===== src/hw/fesc_pkg.sv =====
// fesc_pkg: shared constants, register map and carrier types
// assumes a 32-bit AXI4-Lite register bus and one clock domain
package fesc_pkg;
   // ****************************************************************
   // register map
   // ****************************************************************
   localparam logic [7:0] ADDR_HARD_STAT = 8'h00;
   localparam logic [7:0] ADDR_MM_STAT = 8'h04;
   localparam logic [7:0] ADDR_BUS_STAT = 8'h08;
   localparam logic [7:0] ADDR_USE_STAT = 8'h0c;
   localparam logic [7:0] ADDR_MM_ADDR = 8'h10;
   localparam logic [7:0] ADDR_BUS_ADDR = 8'h14;
   localparam logic [7:0] ADDR_PRIO = 8'h18;
   localparam logic [7:0] ADDR_ENABLE = 8'h1c;
   localparam logic [7:0] ADDR_SLEEP = 8'h20;
   localparam logic [7:0] ADDR_STATE = 8'h24;
   // ****************************************************************
   // field positions
   // ****************************************************************
   localparam int HF_VECTOR_READ_ERROR = 0;
   localparam int HF_ESC = 1;
   localparam int MM_IACC = 0;
   localparam int MM_DACC = 1;
   localparam int MM_STK = 2;
   localparam int MM_UNSTK = 3;
   localparam int BF_STK = 0;
   localparam int BF_UNSTK = 1;
   localparam int BF_PREF = 2;
   localparam int BF_PREC = 3;
   localparam int BF_IMPR = 4;
   localparam int UF_CP = 0;
   localparam int UF_UNDEFINED_INSTRUCTION_ERROR = 1;
   localparam int UF_STATE = 2;
   localparam int UF_RET = 3;
   localparam int UF_UNAL = 4;
   localparam int UF_DIVIDE_BY_ZERO_ERROR = 5;
   localparam int SC_ONEXIT = 1;
   localparam int SC_DEEP = 2;
   localparam int SC_EVPEND = 4;
   localparam int PRIO_W = 3;
   // fault kinds (index into priority and enable)
   localparam int FK_MM = 0;
   localparam int FK_BUS = 1;
   localparam int FK_USE = 2;
   localparam int NFK = 3;
   localparam logic [1:0] RESP_OKAY = 2'b00;
   localparam logic [1:0] RESP_SLVERR = 2'b10;
   // ****************************************************************
   // carrier types
   // ****************************************************************
   typedef struct packed {
      logic vecRead;
      logic [3:0] mm;
      logic [4:0] bus;
      logic [5:0] usage;
      logic [31:0] addr;
   } fesc_err_s;
   typedef struct packed {
      logic handler;
      logic inNmi;
      logic inHard;
      logic [PRIO_W:0] curPrio;
      logic inFaultKindValid;
      logic [1:0] inFaultKind;
      logic busEntryStack;
   } fesc_ctx_s;
   typedef enum logic [2:0] {
      ST_RUN = 3'b001,
      ST_SLEEP = 3'b010,
      ST_LOCK = 3'b100
   } fesc_state_e;
endpackage


===== src/hw/fesc_core.sv =====
// fesc_core: fault sorting, escalation, lockup and sleep control
// assumes pipeline, bus and interrupt controller on core_clk; the
// pipeline reports errors as one-cycle pulses with the access address
`timescale 1ns/1ps
// Summary of operation
// RL1 - bus error on vector fetch gives hard fault, sets vector read flag
// RL2 - any escalation to hard fault sets the escalation flag
// RL3 - bad instruction fetch, including never-execute, sets fetch flag
// RL4 - data, stacking, unstacking protection errors set own flags
// RL5 - five bus error kinds each set own bus fault flag
// RL6 - six usage causes each set own usage flag
// RL7 - non-native set or bad continuation return sets invalid state
// RL8 - configurable faults have priority and enable; hard fault fixed
// RL9 - handler repeating its own fault kind escalates to hard fault
// RL10 - fault not above current priority escalates to hard fault
// RL11 - fault with disabled handler escalates to hard fault
// RL12 - bus error stacking into bus handler does not escalate
// RL13 - only reset and nmi preempt hard fault; it preempts the rest
// RL14 - memory and non-imprecise bus faults capture address; others have none
// RL15 - hard fault inside nmi or hard handler enters lockup
// RL16 - lockup ends on reset, halt or nmi unless locked in nmi
// RL17 - light sleep stops core clock; deep stops system, pll, flash
// RL18 - wait-for-interrupt sleeps at once unless wake already true
// RL19 - wait-for-event consumes set event latch, else sleeps
// RL20 - sleep-on-exit sleeps on return to thread mode
// RL21 - wake only on sufficient priority; mask delays handler; the core also leaves sleep on debug halt
// RL22 - event wait also wakes on new pend when event-on-pend set
// RL23 - cause flags stay set until software clears them
module fesc_core
   import fesc_pkg::*;
(
   input wire logic core_clk,
   input wire logic rst_n,
   input wire fesc_err_s errIn,
   input wire fesc_ctx_s ctx,
   input wire logic waitIntInstr,
   input wire logic waitEventInstr,
   input wire logic sendEventInstr,
   input wire logic returnToThread,
   input wire logic excSufficient,
   input wire logic newPend,
   input wire logic nmiReq,
   input wire logic debugHalt,
   input wire logic primaryMask,
   input wire logic [31:0] awaddr,
   input wire logic awvalid,
   output logic awready,
   input wire logic [31:0] wdata,
   input wire logic [3:0] wstrb,
   input wire logic wvalid,
   output logic wready,
   output logic [1:0] bresp,
   output logic bvalid,
   input wire logic bready,
   input wire logic [31:0] araddr,
   input wire logic arvalid,
   output logic arready,
   output logic [31:0] rdata,
   output logic [1:0] rresp,
   output logic rvalid,
   input wire logic rready,
   output logic hardFaultReq,
   output logic [NFK-1:0] faultReq,
   output logic lockup,
   output logic coreClkStop,
   output logic sysClkStop,
   output logic pllFlashOff,
   output logic handlerHold
);
   // ****************************************************************
   // registers
   // ****************************************************************
   logic [1:0] hardStat;
   logic [3:0] mmStat;
   logic [4:0] busStat;
   logic [5:0] useStat;
   logic [31:0] mem_manage_fault_address;
   logic [31:0] busAddr;
   logic [NFK*PRIO_W-1:0] prioCfg;
   logic [NFK-1:0] enableCfg;
   logic [7:0] sleepCtrl;
   logic eventLatch;
   logic lockInNmi;
   fesc_state_e state;
   fesc_state_e next_state;
   // ****************************************************************
   // fault classification and escalation
   // ****************************************************************
   logic [NFK-1:0] kindHit;
   logic [NFK-1:0] escalate;
   logic anyEsc;
   logic hardNow;
   assign kindHit[FK_MM] = |errIn.mm; // RL3 RL4
   assign kindHit[FK_BUS] = |errIn.bus; // RL5
   assign kindHit[FK_USE] = |errIn.usage; // RL6 RL7
   genvar k;
   generate
      for (k = 0; k < NFK; k++) begin : g_esc
         logic [PRIO_W:0] kPrio;
         logic sameKind;
         logic notAbove;
         logic stackExempt;
         assign kPrio = {1'b0, prioCfg[k*PRIO_W +: PRIO_W]}; // RL8
         assign sameKind = ctx.inFaultKindValid &&
            (ctx.inFaultKind == 2'(k)); // RL9
         // lower number is higher priority, so equal or greater loses
         assign notAbove = ctx.handler && (kPrio >= ctx.curPrio); // RL10
         // stacking into the bus handler keeps the bus handler
         assign stackExempt = (k == FK_BUS) && ctx.busEntryStack; // RL12
         assign escalate[k] = kindHit[k] && !stackExempt &&
            (sameKind || notAbove || !enableCfg[k]); // RL9 RL11
      end
   endgenerate
   assign anyEsc = |escalate;
   assign hardNow = errIn.vecRead || anyEsc; // RL1
   always_ff @(posedge core_clk or negedge rst_n) begin
      if (!rst_n) begin
         hardFaultReq <= 1'b0;
         faultReq <= '0;
      end else begin
         // hard fault is a fixed level above every configurable one
         hardFaultReq <= hardNow; // RL13
         faultReq <= kindHit & ~escalate; // RL8
      end
   end
   // ****************************************************************
   // bus slave
   // ****************************************************************
   logic wrFire;
   logic wrMapped;
   logic wrTake;
   logic rdMapped;
   logic [7:0] wrAddr;
   logic clrHard;
   logic clrMm;
   logic clrBus;
   logic clrUse;
   logic [31:0] rdMux;
   assign wrFire = awvalid && wvalid && awready && wready;
   assign wrAddr = awaddr[7:0];
   // an unmapped access answers with an error and touches nothing
   assign wrMapped = (awaddr[31:8] == '0) && (wrAddr <= ADDR_STATE) &&
      (wrAddr[1:0] == 2'b00);
   assign wrTake = wrFire && wrMapped && wstrb[0];
   assign rdMapped = (araddr[31:8] == '0) &&
      (araddr[7:0] <= ADDR_STATE) && (araddr[1:0] == 2'b00);
   assign clrHard = wrTake && (wrAddr == ADDR_HARD_STAT);
   assign clrMm = wrTake && (wrAddr == ADDR_MM_STAT);
   assign clrBus = wrTake && (wrAddr == ADDR_BUS_STAT);
   assign clrUse = wrTake && (wrAddr == ADDR_USE_STAT);
   // address and data taken together keeps the slave single-state
   always_ff @(posedge core_clk or negedge rst_n) begin
      if (!rst_n) begin
         awready <= 1'b0;
         wready <= 1'b0;
         bvalid <= 1'b0;
         bresp <= RESP_OKAY;
      end else begin
         awready <= awvalid && wvalid && !awready && !bvalid;
         wready <= awvalid && wvalid && !awready && !bvalid;
         if (wrFire) begin
            bvalid <= 1'b1;
            bresp <= wrMapped ? RESP_OKAY : RESP_SLVERR;
         end else if (bready) begin
            bvalid <= 1'b0;
         end
      end
   end
   always_ff @(posedge core_clk or negedge rst_n) begin
      if (!rst_n) begin
         prioCfg <= '0;
         enableCfg <= '0;
         sleepCtrl <= '0;
      end else if (wrTake) begin
         unique case (wrAddr)
            ADDR_PRIO: prioCfg <= wdata[NFK*PRIO_W-1:0];
            ADDR_ENABLE: enableCfg <= wdata[NFK-1:0];
            ADDR_SLEEP: sleepCtrl <= wdata[7:0];
            default: ;
         endcase
      end
   end
   always_comb begin
      rdMux = '0;
      unique case (araddr[7:0])
         ADDR_HARD_STAT: rdMux = 32'(hardStat);
         ADDR_MM_STAT: rdMux = 32'(mmStat);
         ADDR_BUS_STAT: rdMux = 32'(busStat);
         ADDR_USE_STAT: rdMux = 32'(useStat);
         ADDR_MM_ADDR: rdMux = mem_manage_fault_address;
         ADDR_BUS_ADDR: rdMux = busAddr;
         ADDR_PRIO: rdMux = 32'(prioCfg);
         ADDR_ENABLE: rdMux = 32'(enableCfg);
         ADDR_SLEEP: rdMux = 32'(sleepCtrl);
         ADDR_STATE: rdMux = {28'h0000000, eventLatch, state};
         default: rdMux = '0;
      endcase
   end
   always_ff @(posedge core_clk or negedge rst_n) begin
      if (!rst_n) begin
         arready <= 1'b0;
         rvalid <= 1'b0;
         rdata <= '0;
         rresp <= RESP_OKAY;
      end else begin
         arready <= arvalid && !arready && !rvalid;
         if (arvalid && arready) begin
            rvalid <= 1'b1;
            rdata <= rdMapped ? rdMux : '0;
            rresp <= rdMapped ? RESP_OKAY : RESP_SLVERR;
         end else if (rready) begin
            rvalid <= 1'b0;
         end
      end
   end
   // ****************************************************************
   // sticky cause flags and fault addresses
   // ****************************************************************
   // write one to clear; a new event in the same cycle wins
   always_ff @(posedge core_clk or negedge rst_n) begin
      if (!rst_n) begin
         hardStat <= '0;
         mmStat <= '0;
         busStat <= '0;
         useStat <= '0;
      end else begin
         hardStat <= (hardStat & ~({2{clrHard}} & wdata[1:0])) |
            {anyEsc, errIn.vecRead}; // RL1 RL2 RL23
         mmStat <= (mmStat & ~({4{clrMm}} & wdata[3:0])) |
            errIn.mm; // RL3 RL4 RL23
         busStat <= (busStat & ~({5{clrBus}} & wdata[4:0])) |
            errIn.bus; // RL5 RL23
         useStat <= (useStat & ~({6{clrUse}} & wdata[5:0])) |
            errIn.usage; // RL6 RL7 RL23
      end
   end
   always_ff @(posedge core_clk or negedge rst_n) begin
      if (!rst_n) begin
         mem_manage_fault_address <= '0;
         busAddr <= '0;
      end else begin
         // imprecise errors carry no trustworthy address
         if (kindHit[FK_MM]) mem_manage_fault_address <= errIn.addr; // RL14
         if (|(errIn.bus & ~(5'h01 << BF_IMPR))) busAddr <= errIn.addr; // RL14
      end
   end
   // ****************************************************************
   // event latch
   // ****************************************************************
   always_ff @(posedge core_clk or negedge rst_n) begin
      if (!rst_n) begin
         eventLatch <= 1'b0;
      end else if (sendEventInstr ||
         (sleepCtrl[SC_EVPEND] && newPend)) begin
         eventLatch <= 1'b1; // RL22
      end else if (waitEventInstr && state == ST_RUN) begin
         eventLatch <= 1'b0; // RL19
      end
   end
   // ****************************************************************
   // run, sleep and lockup
   // ****************************************************************
   logic sleepByEvent;
   logic wakeNow;
   logic enterLock;
   assign enterLock = hardNow && (ctx.inNmi || ctx.inHard); // RL15
   assign wakeNow = excSufficient ||
      (sleepByEvent && sleepCtrl[SC_EVPEND] && newPend); // RL21 RL22
   always_comb begin
      next_state = state;
      unique case (state)
         ST_RUN: begin
            if (enterLock) begin
               next_state = ST_LOCK;
            end else if (waitIntInstr && !excSufficient) begin
               next_state = ST_SLEEP; // RL18
            end else if (waitEventInstr && !eventLatch &&
               !excSufficient) begin
               next_state = ST_SLEEP; // RL19
            end else if (returnToThread && sleepCtrl[SC_ONEXIT] &&
               !excSufficient) begin
               next_state = ST_SLEEP; // RL20
            end
         end
         ST_SLEEP: begin
            if (wakeNow || debugHalt) next_state = ST_RUN;
         end
         ST_LOCK: begin
            if (debugHalt || (nmiReq && !lockInNmi)) begin
               next_state = ST_RUN; // RL16
            end
         end
         default: next_state = ST_RUN;
      endcase
   end
   always_ff @(posedge core_clk or negedge rst_n) begin
      if (!rst_n) begin
         state <= ST_RUN;
         lockInNmi <= 1'b0;
         sleepByEvent <= 1'b0;
      end else begin
         state <= next_state;
         if (state == ST_RUN && enterLock) lockInNmi <= ctx.inNmi; // RL16
         if (state == ST_RUN) sleepByEvent <= waitEventInstr;
      end
   end
   always_ff @(posedge core_clk or negedge rst_n) begin
      if (!rst_n) begin
         lockup <= 1'b0;
         coreClkStop <= 1'b0;
         sysClkStop <= 1'b0;
         pllFlashOff <= 1'b0;
         handlerHold <= 1'b0;
      end else begin
         lockup <= (next_state == ST_LOCK);
         coreClkStop <= (next_state == ST_SLEEP); // RL17
         sysClkStop <= (next_state == ST_SLEEP) && sleepCtrl[SC_DEEP];
         pllFlashOff <= (next_state == ST_SLEEP) && sleepCtrl[SC_DEEP];
         // woken with the mask set: run, but keep the handler waiting
         handlerHold <= primaryMask && (state == ST_SLEEP ||
            handlerHold) && excSufficient; // RL21
      end
   end
endmodule


===== config.mk =====
export PLATFORM = sky130hd
export DESIGN_NAME = fesc_core
export DESIGN_NICKNAME = d
export VERILOG_FILES = /design/src/hw/fesc_pkg.sv /design/src/hw/fesc_core.sv
export SDC_FILE = /design/constraint.sdc
export NUM_CORES = 1
export LEC_CHECK = 0
export ABC_AREA = 1
export BUFFER_PORTS_ARGS = -buffer_cell sky130_fd_sc_hd__clkbuf_2
export CAP_MARGIN = 10
export CORE_MARGIN = 3
export CORE_UTILIZATION = 35
export DETAILED_ROUTE_END_ITERATION = 6
export PLACE_DENSITY_LB_ADDON = 0.08
export SYNTH_ARGS = -nofsm -noshare
export SYNTH_HDL_FRONTEND = slang
export SYNTH_SLANG_ARGS = --single-unit

===== constraint.sdc =====
create_clock -name core_clk -period 1.9 [get_ports core_clk]
set_input_delay 0.285 -clock core_clk [delete_from_list [all_inputs] [get_ports core_clk]]
set_output_delay 0.285 -clock core_clk [all_outputs]
set_load 0.05 [all_outputs]

; After elaboration in Yosys (flattened, before gate mapping)
; Index checks and enable logic that the tools add are counted.
[totals]
ff_bits = 155
latch_bits = 0
ram_bits = 0
romBits = 0
n_memories = 0
[op_classes]
add_sub_neg = 0
mul = 0
n_div = 0
n_lt_le_gt_ge = 5
eq_ne = 22
shift = 0
mux = 17
bitwise = 18
n_reduce_logical = 85
[op_table]
columns = op, count
row1 = 32-bit case mux with 10 select lines, 1
row2 = 8-bit by 5-bit == test with 1-bit output (second input constant), 6
row3 = 24-bit logical NOT, 2
row4 = 1-bit logical AND, 43
row5 = 8-bit by 4-bit == test with 1-bit output (second input constant), 4
row6 = 32-bit 2-to-1 mux, 1
row7 = 8-bit by 6-bit == test with 1-bit output (second input constant), 3
row8 = 3-bit 2-to-1 mux, 6
row9 = 8-bit by 3-bit == test with 1-bit output (second input constant), 2
row10 = 8-bit by 6-bit <= comparator with 1-bit output (second input constant), 2
row11 = 8-bit logical NOT, 2
row12 = 1-bit logical OR, 13
row13 = 6-bit bitwise AND, 2
row14 = 3-bit by 4-bit >= comparator with 1-bit output, 3
row15 = 1-bit logical NOT, 11
row16 = 5-bit bitwise AND, 2
row17 = 3-bit case mux with 3 select lines, 1
row18 = 4-bit bitwise AND, 2
row19 = 4-bit OR reduction, 2
row20 = 3-bit by 2-bit == test with 1-bit output (second input constant), 2
row21 = 3-bit == test (second input constant), 2
row22 = 2-bit logical NOT, 3
row23 = 1-bit 2-to-1 mux, 6
row24 = 6-bit NOT, 1
row25 = other kinds (19), 25

; Longest topological paths before layout
; Gate-level depths: netlist of run 1.
[logic_depth]
ltp_word = 12
ltp_mapped = 14

; Least setup slack after synthesis of run 1
; Ideal clock, no wire load.
[synth_path]
path_kind = register to register
startpoint = register wready
endpoint = register useStat[0]
setup_time_ns = 0.117
arrival_time_ns = 1.888
setup_slack_ns = -0.105
stages_incl_launch_ff = 10
n_path_buf = 1
cell_sequence = dfrtp_1 -> nand3_1 -> or2_0 -> nor3b_1 -> nand4_1 -> nor2_2 -> buf_6 -> nand3_1 -> nand2_1 -> nand2_1
[synth_between]
elab_chain_cells = 9
[synth_lines]
columns = element, line
row1 = from (decl), fesc_core.sv:51  ; output logic wready,
row2 = from (signal assigned), fesc_core.sv:160  ; wready <= awvalid && wvalid && !awready && !bvalid;
row3 = 1-bit logical AND, --
row4 = 1-bit logical AND *, fesc_core.sv:139  ; assign wrFire = awvalid && wvalid && awready && wready;
row5 = 1-bit logical AND * (2 in series), fesc_core.sv:144  ; assign wrTake = wrFire && wrMapped && wstrb[0];
row6 = 1-bit logical AND *, fesc_core.sv:150  ; assign clrUse = wrTake && (wrAddr == ADDR_USE_STAT);
row7 = 6-bit bitwise AND *, fesc_core.sv:233  ; useStat <= (useStat & ~({6{clrUse}} & wdata[5:0])) |
row8 = 6-bit NOT *, fesc_core.sv:233
row9 = 6-bit bitwise AND *, fesc_core.sv:233
row10 = 6-bit bitwise OR *, fesc_core.sv:233
row11 = to (signal assigned), fesc_core.sv:233
row12 = to (decl), fesc_core.sv:76  ; logic [5:0] useStat;
; Every way passes the cells marked *; elsewhere a longest branch is shown, timed or not.
; A chain may end at the register's enable or synchronous reset.

; Worst setup path in the final report of run 1
[layout_path]
startpoint = register prioCfg[7]
endpoint = register pllFlashOff
[layout_between]
elab_chain_cells = 12
[layout_lines]
columns = element, line
row1 = from (decl), fesc_core.sv:79  ; logic [NFK*PRIO_W-1:0] prioCfg;
row2 = from (signal assigned), fesc_core.sv:176  ; ADDR_PRIO: prioCfg <= wdata[NFK*PRIO_W-1:0];
row3 = 3-bit by 4-bit >= comparator with 1-bit output, fesc_core.sv:107  ; assign notAbove = ctx.handler && (kPrio >= ctx.curPrio);
row4 = 1-bit logical AND, fesc_core.sv:107
row5 = 1-bit logical OR (2 in series), fesc_core.sv:111  ; (sameKind || notAbove || !enableCfg[k]);
row6 = 1-bit logical AND, fesc_core.sv:110  ; assign escalate[k] = kindHit[k] && !stackExempt &&
row7 = 3-bit OR reduction, fesc_core.sv:114  ; assign anyEsc = |escalate;
row8 = 1-bit logical OR, fesc_core.sv:115  ; assign hardNow = errIn.vecRead || anyEsc;
row9 = via hardNow, fesc_core.sv:92  ; logic hardNow;
row10 = 1-bit logical AND, fesc_core.sv:266  ; assign enterLock = hardNow && (ctx.inNmi || ctx.inHard);
row11 = 3-bit 2-to-1 mux, fesc_core.sv:273  ; if (enterLock) begin
row12 = 3-bit case mux with 3 select lines, fesc_core.sv:271  ; unique case (state)
row13 = 3-bit by 2-bit == test with 1-bit output, fesc_core.sv:318  ; pllFlashOff <= (next_state == ST_SLEEP) && sleepCtrl[SC_DEEP];
row14 = 1-bit logical AND, fesc_core.sv:318
row15 = to (signal assigned), fesc_core.sv:318
row16 = to (decl), fesc_core.sv:67  ; output logic pllFlashOff,
; The timed path passes the listed nets, and every way through them passes these cells.

==> results of run 1 <==
layout by cell type (no fill, tap or decap), types with 4 or more instances in the layout:
cell type	Yosys	layout
dfrtp_1	152	150
buf_12	0	9
o22ai_1	30	30
nor3_1	15	15
nand2_1	222	217
ha_1	9	8
a22o_1	23	23
clkbuf_2	0	195
a21oi_1	5	4
o21ai_0	81	80
inv_6	0	7
nor4_1	6	6
inv_1	137	137
nand2_2	0	5
nand4_1	36	36
clkbuf_16	0	17
nand3_1	46	43
buf_4	6	35
a211oi_1	4	4
nor2_1	50	49
power groups by stage:
| stage | Combinational (mW) | Sequential, mW | Clock, mW |
|---|---|---|---|
| after CTS | 0.908 | 3.49 | 3.47 |
| final | 0.908 | 3.49 | 3.40 |
| after detailed placement | 0.903 | 3.55 | 0 |
| after global routing | 1.03 | 3.50 | 3.63 |
| after floorplan | 0.386 | 3.61 | 0 |
| after global placement | 0.894 | 3.55 | 0 |
final cells by class:
cell class	instances	area share, %
sequential	153	40.1
multi-input combinational	555	29.7
timing repair buffer	241	15.1
inverter	139	5.45
clock buffer	18	4.59
tap	270	3.53
clock inverter	14	1.57
antenna	1	0.0262
metal layers:
metal  vias to the layer above  share of wire [%]  global-route usage, %
met5                         -                  0                      0
met4                         0                1.2                   5.40
met3                        18                6.4                   4.43
met2                       190                 44                   28.5
met1                      3057                 48                   27.3
li1                       3350                  -                      -
critical path, cell delays in order, from the launching register on:
cell and delay (ns):
dfrtp_1 0.39, ha_1 0.29, nand2_1 0.08, nand2_1 0.04, nand2_1 0.07, nand3_2 0.08, nand2_1 0.08, nand2_1 0.08
nand2_2 0.10, nand4_1 0.18, nand2_1 0.15, nand2_2 0.08, a21oi_2 0.12
what timing repair did:
action | in CTS | in global routing
setup buffers | 0 | 4
setup endpoints to repair | 0 | 40
hold buffers | 1 | 0
hold endpoints to repair | 58 | 0
resized for setup | 0 | 16
worst max path at each step:
stage               depth (start not counted)  slack, ns  startpoint           end
CTS                                         7      0.006      wready  sleepCtrl[7]
finish                                     12       0.11  prioCfg[7]   pllFlashOff
floorplan                                   9       0.05      wready    useStat[0]
detailed placement                         14      -0.06      ctx[5]   pllFlashOff
global placement                           14      -0.02      ctx[5]   pllFlashOff
global route                               12      -0.01  prioCfg[7]   pllFlashOff
sequential cells by signal (all words and copies together), names as in the netlist, 4 cells and up:
register	count
busAddr	32
mem_manage_fault_address	32
rdata	32
prioCfg	9
sleepCtrl	8
useStat	6
busStat	5
mmStat	4
cell families after synthesis:
logic type	after synthesis
other cells	1
buf+inv	175
simple gates	389
compound gates	155
flops	153
fa+ha+maj	9
==> reports/metrics.yaml, run 1 <==
row_count: 52
p_per_area_nw_per_um2: 815
crit_arrival_ns: 2.15
start_util_pct: 35.8
fin_util_pct: 47.0
worst_slack_ns: 0.109
dieArea_um2: 22600
cp-end-kind: "register"
ff2ff_path_depth: 12
core_um2: 20400
worstMarginPinSlew_ns: 0.653
critPathMaxFanout: 3
sequentialPowerShare_pct: 44.8
finalSetupTns_ns: 0
fp.dieH_um: 150
power.switching_mw: 2.15
final_cell_count_no_fill: 1391
fp.dieW_um: 150
nFillCells: 2082
vias: 6615
clock_sinks: 153
synthXorXnorAreaFrac_pct: 0
final_antenna_net_count: 0
power.internal_mw: 5.65
preCtsSetupSlack_ns: -0.0552
yosys.area.top_type: "dfrtp_1"
fmax_mhz: 558
skew_ns: 0.0114
r2r-start: "prioCfg[7]"
drive_gt1_share_pct: 26.5
grt_max_degree: 68
hold_depth: 2
wl_per_cell_um: 15.2
swShare_pct: 27.5
ys_types: 39
hold_slack_ns: 0.0347
min_path_type: "in2reg"
synthTopCellsByCount: "nand2_1 (222), dfrtp_1 (152), inv_1 (137)"
synth_mux_area_share_pct: 0
cts_tree: "built"
async_flop_share_pct: 100
ys_ff_latch: 153
hold_viol: 0
first_pass_iters: 5
critical_path_required_ns: 2.26
synth_simple_gate_area_share_pct: 23.4
path_class: "reg2reg"
comb_power_share_pct: 11.7
placed_cells: 1353
synth_area_leaders: "dfrtp_1 (52%), nand2_1 (11%), inv_1 (7.1%), o21ai_0 (5.6%), nand3_1 (3.2%)"
drc: 0
r2r_end: "pllFlashOff"
grt_pass1_wl_um: 33300
r2r_slack_ns: 0.11
synth.top_cell.area_share_pct: 52.2
wl_um: 21100
status: "finished clean"
synth_compound_area_share_pct: 12.9
clock-root-buffer: "clkbuf_16"
numPortBuffers: 196
placed_area_um2: 8860
synth.most_common_cell: "nand2_1"
p_total_mw: 7.79
period_needed_ns: 1.79
synth_cells: 882
htree_num_levels: 4
ir_worst_vdd_uv: 503
grt_util_all_layers_pct: 18.9
synth_top_family_by_area: "simple AND/OR/NAND/NOR gates"
grt_overflow: 0
yosys_warnings: 0
fin_area_um2: 9570
setup_viol: 0
clockBufferDepth: 2
synth_edf_count: 0
netlist_area_um2: 7290
hold_start: "bready"
syn_to_final_growth_pct: 31.2
place_congestion: 0.822
final_nets: 1291
synth_fa_ha_area_share_pct: 1.54
synthFlopType: "dfrtp_1"
via_per_inst: 4.76
antenna_found_initial: 1
grt_pass1_vias: 6336
p_leak_nw: 5.22
dp_hpwl_um: 15500
postSynthAreaPerCell_um2: 8.27
p_clk_share_pct: 43.6
slew_headroom_pct: 56.5
ios: 225
max-cap-violations: 0
cts_buffers: 17
drt_iter0_markers: 304
clock_insertion_delay_worst_skew_ns: 0.42
whs_endpoint: "bvalid"
critPathLaunchType: "register"
timing.final.crit_share_pct: 94.2
yosysSeqAreaShare_pct: 52.5
multiInputGateArea_um2: 2840
register_area_um2: 3830
drv_slew: 0
cts.clk_slew.worst_paths_ns: 0.07
No activity file was read; power rests on OpenSTA's default activity.
==> run 2, diff against run 1 <==
--- a/config.mk
+++ b/config.mk
@@ -9,7 +9,7 @@
 export BUFFER_PORTS_ARGS = -buffer_cell sky130_fd_sc_hd__clkbuf_2
 export CAP_MARGIN = 10
 export CORE_MARGIN = 3
-export CORE_UTILIZATION = 35
+export CORE_UTILIZATION = 34
 export DETAILED_ROUTE_END_ITERATION = 6
 export PLACE_DENSITY_LB_ADDON = 0.08
 export SYNTH_ARGS = -nofsm -noshare
==> run 2 against run 1 <==
Via count rose by 0.67%; utilization fell by 0.40 points; die area rose by 2.8%; highest routed layer unchanged.
==> reports/metrics.yaml, run 2 (same netlist as run 1, synthesis figures left out) <==
status: "finished clean"
min_path_type: "in2reg"
syn_to_final_growth_pct: 31.7
cp-startpoint: "prioCfg[8]"
fmax_mhz: 565  # +1.1%
path_common_cell: "nand2_1"
drt_iter0_markers: 300  # -1.3%
hold_start: "bready"
grt_util_all_layers_pct: 18.4  # -0.53 points
mostFrequentLayoutCells: "nand2_1 (215), clkbuf_2 (195), dfrtp_1 (150), inv_1 (136), o21ai_0 (81)"
crit_arrival_ns: 2.13  # -0.02 ns
final_antenna_net_count: 0  # unchanged
clockBufferDepth: 2  # unchanged
row_count: 52  # unchanged
critPathLaunchType: "register"
slew_headroom_pct: 58.5  # +2.0 points
drive_gt1_share_pct: 27.2  # +0.68 points
critPathMaxFanout: 3  # unchanged
final_cell_count_no_fill: 1395  # +0.29%
path_class: "reg2reg"
worstMarginPinSlew_ns: 0.622  # -0.0307 ns
hold_slack_ns: 0.0419  # +0.00722 ns
ios: 225  # unchanged
place_congestion: 0.806  # -2.0%
r2r_end: "pllFlashOff"
max-cap-violations: 0  # unchanged
clock_insertion_delay_worst_skew_ns: 0.42  # about the same
p_total_mw: 7.73  # -0.86%
start_util_pct: 35.4  # -0.45 points
layout_commonest_cell: "nand2_1"
antenna_found_initial: 0  # -1
crit_cells: 12  # unchanged
top_regs: "busAddr x32, mem_manage_fault_address x32, rdata x32"
hold_viol: 0  # unchanged
first_pass_iters: 5  # unchanged
cts_buffers: 17  # unchanged
fin_util_pct: 46.6  # -0.40 points
fp.dieW_um: 152  # +1.4%
cp-end-kind: "register"
r2r-start: "prioCfg[8]"
crit_family: "simple AND/OR/NAND/NOR gates"
fp.dieH_um: 152  # +1.4%
grt_pass1_vias: 6388  # +0.82%
ff2ff_path_depth: 12  # unchanged
r2r_slack_ns: 0.13  # +0.02 ns
drc: 0  # unchanged
crit_chain: "ha_1, inv_1, nor2_1, nand2_1, nand3_1, nand2_1, nand2_1, nand2_2, nand4_1, nand2_1, nand2_2, a21oi_2"
clock_sinks: 153  # unchanged
p_per_area_nw_per_um2: 804  # -1.3%
wl_um: 21400  # +1.5%
finalSetupTns_ns: 0  # unchanged
skew_ns: 0.0101  # -0.00138 ns
cts_tree: "built"
worst_path_largest_cell_delay_ns: 0.39  # about the same
critical_path_required_ns: 2.25  # about the same
dieArea_um2: 23200  # +2.8%
placed_cells: 1357  # +0.30%
ir_worst_vdd_uv: 497  # -1.2%
cts.clk_slew.worst_paths_ns: 0.07  # about the same
grt_max_degree: 66  # -2.9%
dp_hpwl_um: 15800  # +2.1%
clock-root-buffer: "clkbuf_16"
cp-endpoint: "pllFlashOff"
setup_viol: 0  # unchanged
grt_overflow: 0  # unchanged
p_leak_nw: 5.24  # +0.26%
final_nets: 1296  # +0.39%
timing.final.crit_share_pct: 93.2  # -1.0 points
grt_pass1_wl_um: 34300  # +3.2%
rsz0062_at_grt: "yes"
via_per_inst: 4.77  # +0.38%
wl_per_cell_um: 15.3  # +1.2%
nFillCells: 2096  # +0.67%
vias: 6659  # +0.67%
drv_slew: 0  # unchanged
core_um2: 20600  # +1.3%
period_needed_ns: 1.77  # -0.0197 ns
numPortBuffers: 196  # unchanged
critPathBufInv: 1  # +1
slowest_stage: "dfrtp_1"
diodes: 0  # -1
htree_num_levels: 4  # unchanged
[run 2: cell count changes in the layout (fill, tap and decap cells not counted), moves of 2 or more]
cell      delta
buf_4        +5
clkinv_4     +3
inv_6        -3
clkinv_2     +2
ha_1         -2
ha_4         +2
inv_8        -2
nand2_1      -2
nand2_2      +2
[run 2: metrics by stage]
step	area, µm²	setup WS [ns]
after floorplan	7300	0.0541
after global placement	8880	-0.0169
after detailed placement	8880	-0.00368
after CTS	9470	0.0356
after global routing	9610	-0.0536
final	9610	0.129
[run 2: power breakdown]
part           leakage (nW)  total (mW)  internal [mW]  switching (mW)
Combinational          3.09       0.917          0.330           0.587
Sequential             1.87        3.49           3.43          0.0639
Clock                 0.284        3.32           1.87            1.45
Total                  5.24        7.73           5.62            2.10
[run 2: repair_timing]
item | CTS | global route
resized for setup | 0 | 20
setup buffers | 0 | 5
setup endpoints to repair | 0 | 23
endpoints found under the hold margin | 25 | 0
hold buffers | 1 | 0
[run 2: cell type report]
cell class / instances / area, µm² / share of cell area [%]
Sequential cell: 153 / 3830 / 39.9
Clock inverter: 14 / 138 / 1.43
Tap cell: 270 / 338 / 3.52
Inverter: 139 / 522 / 5.43
Clock buffer: 18 / 439 / 4.57
Timing Repair Buffer: 246 / 1470 / 15.3
Multi-Input combinational cell: 555 / 2870 / 29.9
[run 2: per-layer routing]
metal | track usage, % | up-vias | wire length, µm
met5 | 0 | - | 0
met4 | 4.16 | 0 | 210
met3 | 4.74 | 11 | 1230
met2 | 27.6 | 195 | 9400
met1 | 26.9 | 3085 | 10600
li1 | - | 3368 | -
[run 2: how the worst min path moves through the flow]
stage / cells past startpoint / endpoint
final: 2 / bvalid
after global routing: 2 / bvalid
after CTS: 2 / bvalid
after detailed placement: 1 / rdata[7]
after global placement: 1 / rdata[7]
after floorplan: 0 / arready
==> run 3, diff against run 2 <==
--- a/config.mk
+++ b/config.mk
@@ -5,12 +5,12 @@
 export SDC_FILE = /design/constraint.sdc
 export NUM_CORES = 1
 export LEC_CHECK = 0
-export ABC_AREA = 1
 export BUFFER_PORTS_ARGS = -buffer_cell sky130_fd_sc_hd__clkbuf_2
 export CAP_MARGIN = 10
 export CORE_MARGIN = 3
 export CORE_UTILIZATION = 34
 export DETAILED_ROUTE_END_ITERATION = 6
+export HOLD_SLACK_MARGIN = 0.03
 export PLACE_DENSITY_LB_ADDON = 0.08
 export SYNTH_ARGS = -nofsm -noshare
 export SYNTH_HDL_FRONTEND = slang
==> run 3 against run 2 <==
Non-clock buffer count increased by 18; sequential share of layout area increased by 0.64 points; first-iteration DRC count decreased by 17%; largest power group unchanged.
==> reports/metrics.yaml, run 3 <==
rsz0062_at_grt: "yes"
wl_per_cell_um: 18.1  # +18%
synth_top_family_by_area: "multiplexers"
row_count: 51  # -1.9%
cts.clk_slew.worst_paths_ns: 0.06  # about the same
critPathMaxFanout: 6  # +3
p_clk_share_pct: 41.9  # -1.1 points
drv_slew: 0  # unchanged
clock_insertion_delay_worst_skew_ns: 0.43  # about the same
crit_arrival_ns: 2.22  # +0.09 ns
core_um2: 19800  # -3.8%
synthTopCellsByCount: "dfrtp_1 (152), mux2_2 (77), nand2_1 (56)"
crit_chain: "inv_2, ha_4, nand2b_4, a211oi_2, o211ai_1, a2bb2oi_4, buf_12, a31o_4, and2_4"
path_class: "reg2reg"
cts_buffers: 17  # unchanged
status: "finished clean"
hold_viol: 0  # unchanged
top_regs: "busAddr x32, mem_manage_fault_address x32, rdata x32"
worstMarginPinSlew_ns: 0.538  # -0.0846 ns
fin_area_um2: 9450  # -1.6%
netlist_area_um2: 6990  # -4.1%
synth_simple_gate_area_share_pct: 12.1  # -11 points
synth.top_cell.area_share_pct: 54.4  # +2.2 points
final_cell_count_no_fill: 1135  # -19%
postSynthAreaPerCell_um2: 11.6  # +41%
max-cap-violations: 0  # unchanged
antenna_found_initial: 0  # unchanged
yosysSeqAreaShare_pct: 54.8  # +2.2 points
grt_max_degree: 57  # -14%
synthXorXnorAreaFrac_pct: 0  # unchanged
hold_slack_ns: 0.0483  # +0.00645 ns
async_flop_share_pct: 100  # unchanged
final_nets: 1041  # -20%
ys_ff_latch: 153  # unchanged
layout_commonest_cell: "clkbuf_2"
multiInputGateArea_um2: 3080  # +7.4%
drt_iter0_markers: 250  # -17%
syn_to_final_growth_pct: 35.2
swShare_pct: 26.8  # -0.36 points
ir_worst_vdd_uv: 601  # +21%
grt_util_all_layers_pct: 18.8  # +0.41 points
power.switching_mw: 2.04  # -3.0%
htree_num_levels: 4  # unchanged
via_per_inst: 5.05  # +5.7%
nFillCells: 1894  # -9.6%
placed_area_um2: 8750  # -1.5%
fp.dieH_um: 149  # -2.0%
p_leak_nw: 4.42  # -16%
power.internal_mw: 5.55  # -1.2%
dp_hpwl_um: 15300  # -3.2%
slowest_stage: "dfrtp_1"
dieArea_um2: 22300  # -3.9%
slew_headroom_pct: 63.2  # +4.7 points
sequentialPowerShare_pct: 46.5  # +1.3 points
synth_compound_area_share_pct: 13.3  # +0.41 points
synth.most_common_cell: "dfrtp_1"
register_area_um2: 3830  # unchanged
setup_viol: 0  # unchanged
grt_pass1_vias: 6134  # -4.0%
comb_power_share_pct: 11.6  # -0.3 points
synth_mux_area_share_pct: 15.0  # +15 points
clock_sinks: 153  # unchanged
period_needed_ns: 1.90  # +0.128 ns
yosys.area.top_type: "dfrtp_1"
place_congestion: 0.848  # +5.2%
clock-root-buffer: "clkbuf_16"
p_per_area_nw_per_um2: 803  # -0.15%
drive_gt1_share_pct: 47.7  # +21 points
timing.final.crit_share_pct: 100  # +6.7 points
clockBufferDepth: 2  # unchanged
synthFlopType: "dfrtp_1"
worst_path_largest_cell_delay_ns: 0.36  # -0.03 ns
mostFrequentLayoutCells: "clkbuf_2 (195), dfrtp_1 (150), mux2_2 (77), buf_4 (59), nand2_1 (54)"
ys_types: 65  # +67%
start_util_pct: 35.2  # -0.12 points
grt_pass1_wl_um: 32400  # -5.6%
diodes: 0  # unchanged
grt_overflow: 0  # unchanged
fp.dieW_um: 149  # -2.0%
yosys_warnings: 0  # unchanged
cp-end-kind: "register"
p_total_mw: 7.59  # -1.7%
synth_cells: 602  # -32%
numPortBuffers: 196  # unchanged
final_antenna_net_count: 0  # unchanged
synth_area_leaders: "dfrtp_1 (54%), mux2_2 (12%), a22oi_1 (3.1%), nand2_1 (3.0%), o21ai_0 (2.6%)"
synth_edf_count: 0  # unchanged
r2r_slack_ns: 0.0008  # -0.13 ns
synth_fa_ha_area_share_pct: 1.61  # +0.066 points
first_pass_iters: 6  # +1
ios: 225  # unchanged
fmax_mhz: 527  # -6.7%
placed_cells: 1099  # -19%
wl_um: 20500  # -4.2%
vias: 5728  # -14%
critPathLaunchType: "register"
drc: 0  # unchanged
cts_tree: "built"
min_path_type: "in2reg"
critical_path_required_ns: 2.22  # -0.03 ns
skew_ns: 0.00564  # -0.00441 ns
-- run 3: cell types whose count changed in the layout (fill, tap and decap cells not counted), moves of 19 or more --
cell / delta
o22ai_1: -29
o21ai_0: -47
a22oi_1: +29
mux2_2: +77
nor2_1: -27
nand2_1: -161
nand4_1: -33
buf_4: +19
a22o_1: -22
nand3_1: -37
inv_1: -115
-- run 3: cell families (layout without fill, tap and decap cells) --
family          count (synthesis)  count (layout)
buf+inv                        51             318
flops                         153             153
simple gates                  154             154
fa+ha+maj                       9               9
other cells                     1               2
mux                            91              91
compound gates                143             143
-- run 3: path summary, 6_finish.rpt --
path | cells past startpoint | start | endpoint
setup / recovery | 9 | prioCfg[3] | pllFlashOff
hold / removal | 2 | bready | bvalid
setup reg to reg | 9 | prioCfg[3] | pllFlashOff
hold reg to reg | 1 | rvalid | arready
max in group asynchronous | 3 | rst_n | rdata[28]
min in group asynchronous | 2 | rst_n | mem_manage_fault_address[29]
-- run 3: power by group through the flow --
stage / clock network, mW / logic, mW / registers [mW]
2_1_floorplan: 0 / 0.366 / 3.63
3_3_place_gp: 0 / 0.843 / 3.58
3_5_place_dp: 0 / 0.862 / 3.59
4_1_cts: 3.27 / 0.876 / 3.53
5_1_grt: 3.41 / 0.980 / 3.55
6_report: 3.18 / 0.880 / 3.53
-- run 3: layout make-up --
cell class	count	area share (%)
sequential	153	40.5
multi-input combinational	399	32.6
timing repair buffer	264	16.6
inverter	22	0.873
tap	265	3.51
clock buffer	19	4.69
clock inverter	13	1.16
-- run 3: timing repair --
| item | 4_1_cts | 5_1_grt |
|---|---|---|
| endpoints found under the hold margin | 52 | 0 |
| pin swaps | 8 | 5 |
| hold buffers | 2 | 0 |
| setup buffers | 1 | 2 |
| setup endpoints to repair | 7 | 34 |
| gates resized for setup | 11 | 13 |
-- run 3: metrics by stage --
stage | worst slack [ns] | util [%] | TNS, ns
2_1_floorplan | -0.0858 | - | -0.686
3_3_place_gp | -0.168 | 44.1 | -5.64
3_5_place_dp | -0.233 | 44.1 | -9.10
4_1_cts | 0.00926 | 47.3 | 0
5_1_grt | -0.110 | 47.6 | -1.03
6_report | 0.000841 | 47.6 | 0
-- run 3: worst max-delay path, delay by kind of cell, from the launching register on --
kind,cells,cell delay [ns]
buffers and inverters,2,0.21
AOI/OAI and AO/OA,4,0.72
adders and majority gates,1,0.25
and+or+nand+nor,2,0.26
DFF,1,0.36
-- run 3: per-layer routing --
| metal | part of all wire, % | global-route usage, % | up-vias | wire [µm] |
|---|---|---|---|---|
| met3 | 6.3 | 4.78 | 19 | 1290 |
| met2 | 48 | 31.2 | 186 | 9870 |
| met5 | 0 | 0 | - | 0 |
| met4 | 1.2 | 4.85 | 0 | 252 |
| met1 | 44 | 24.8 | 2805 | 9080 |
| li1 | - | - | 2718 | - |
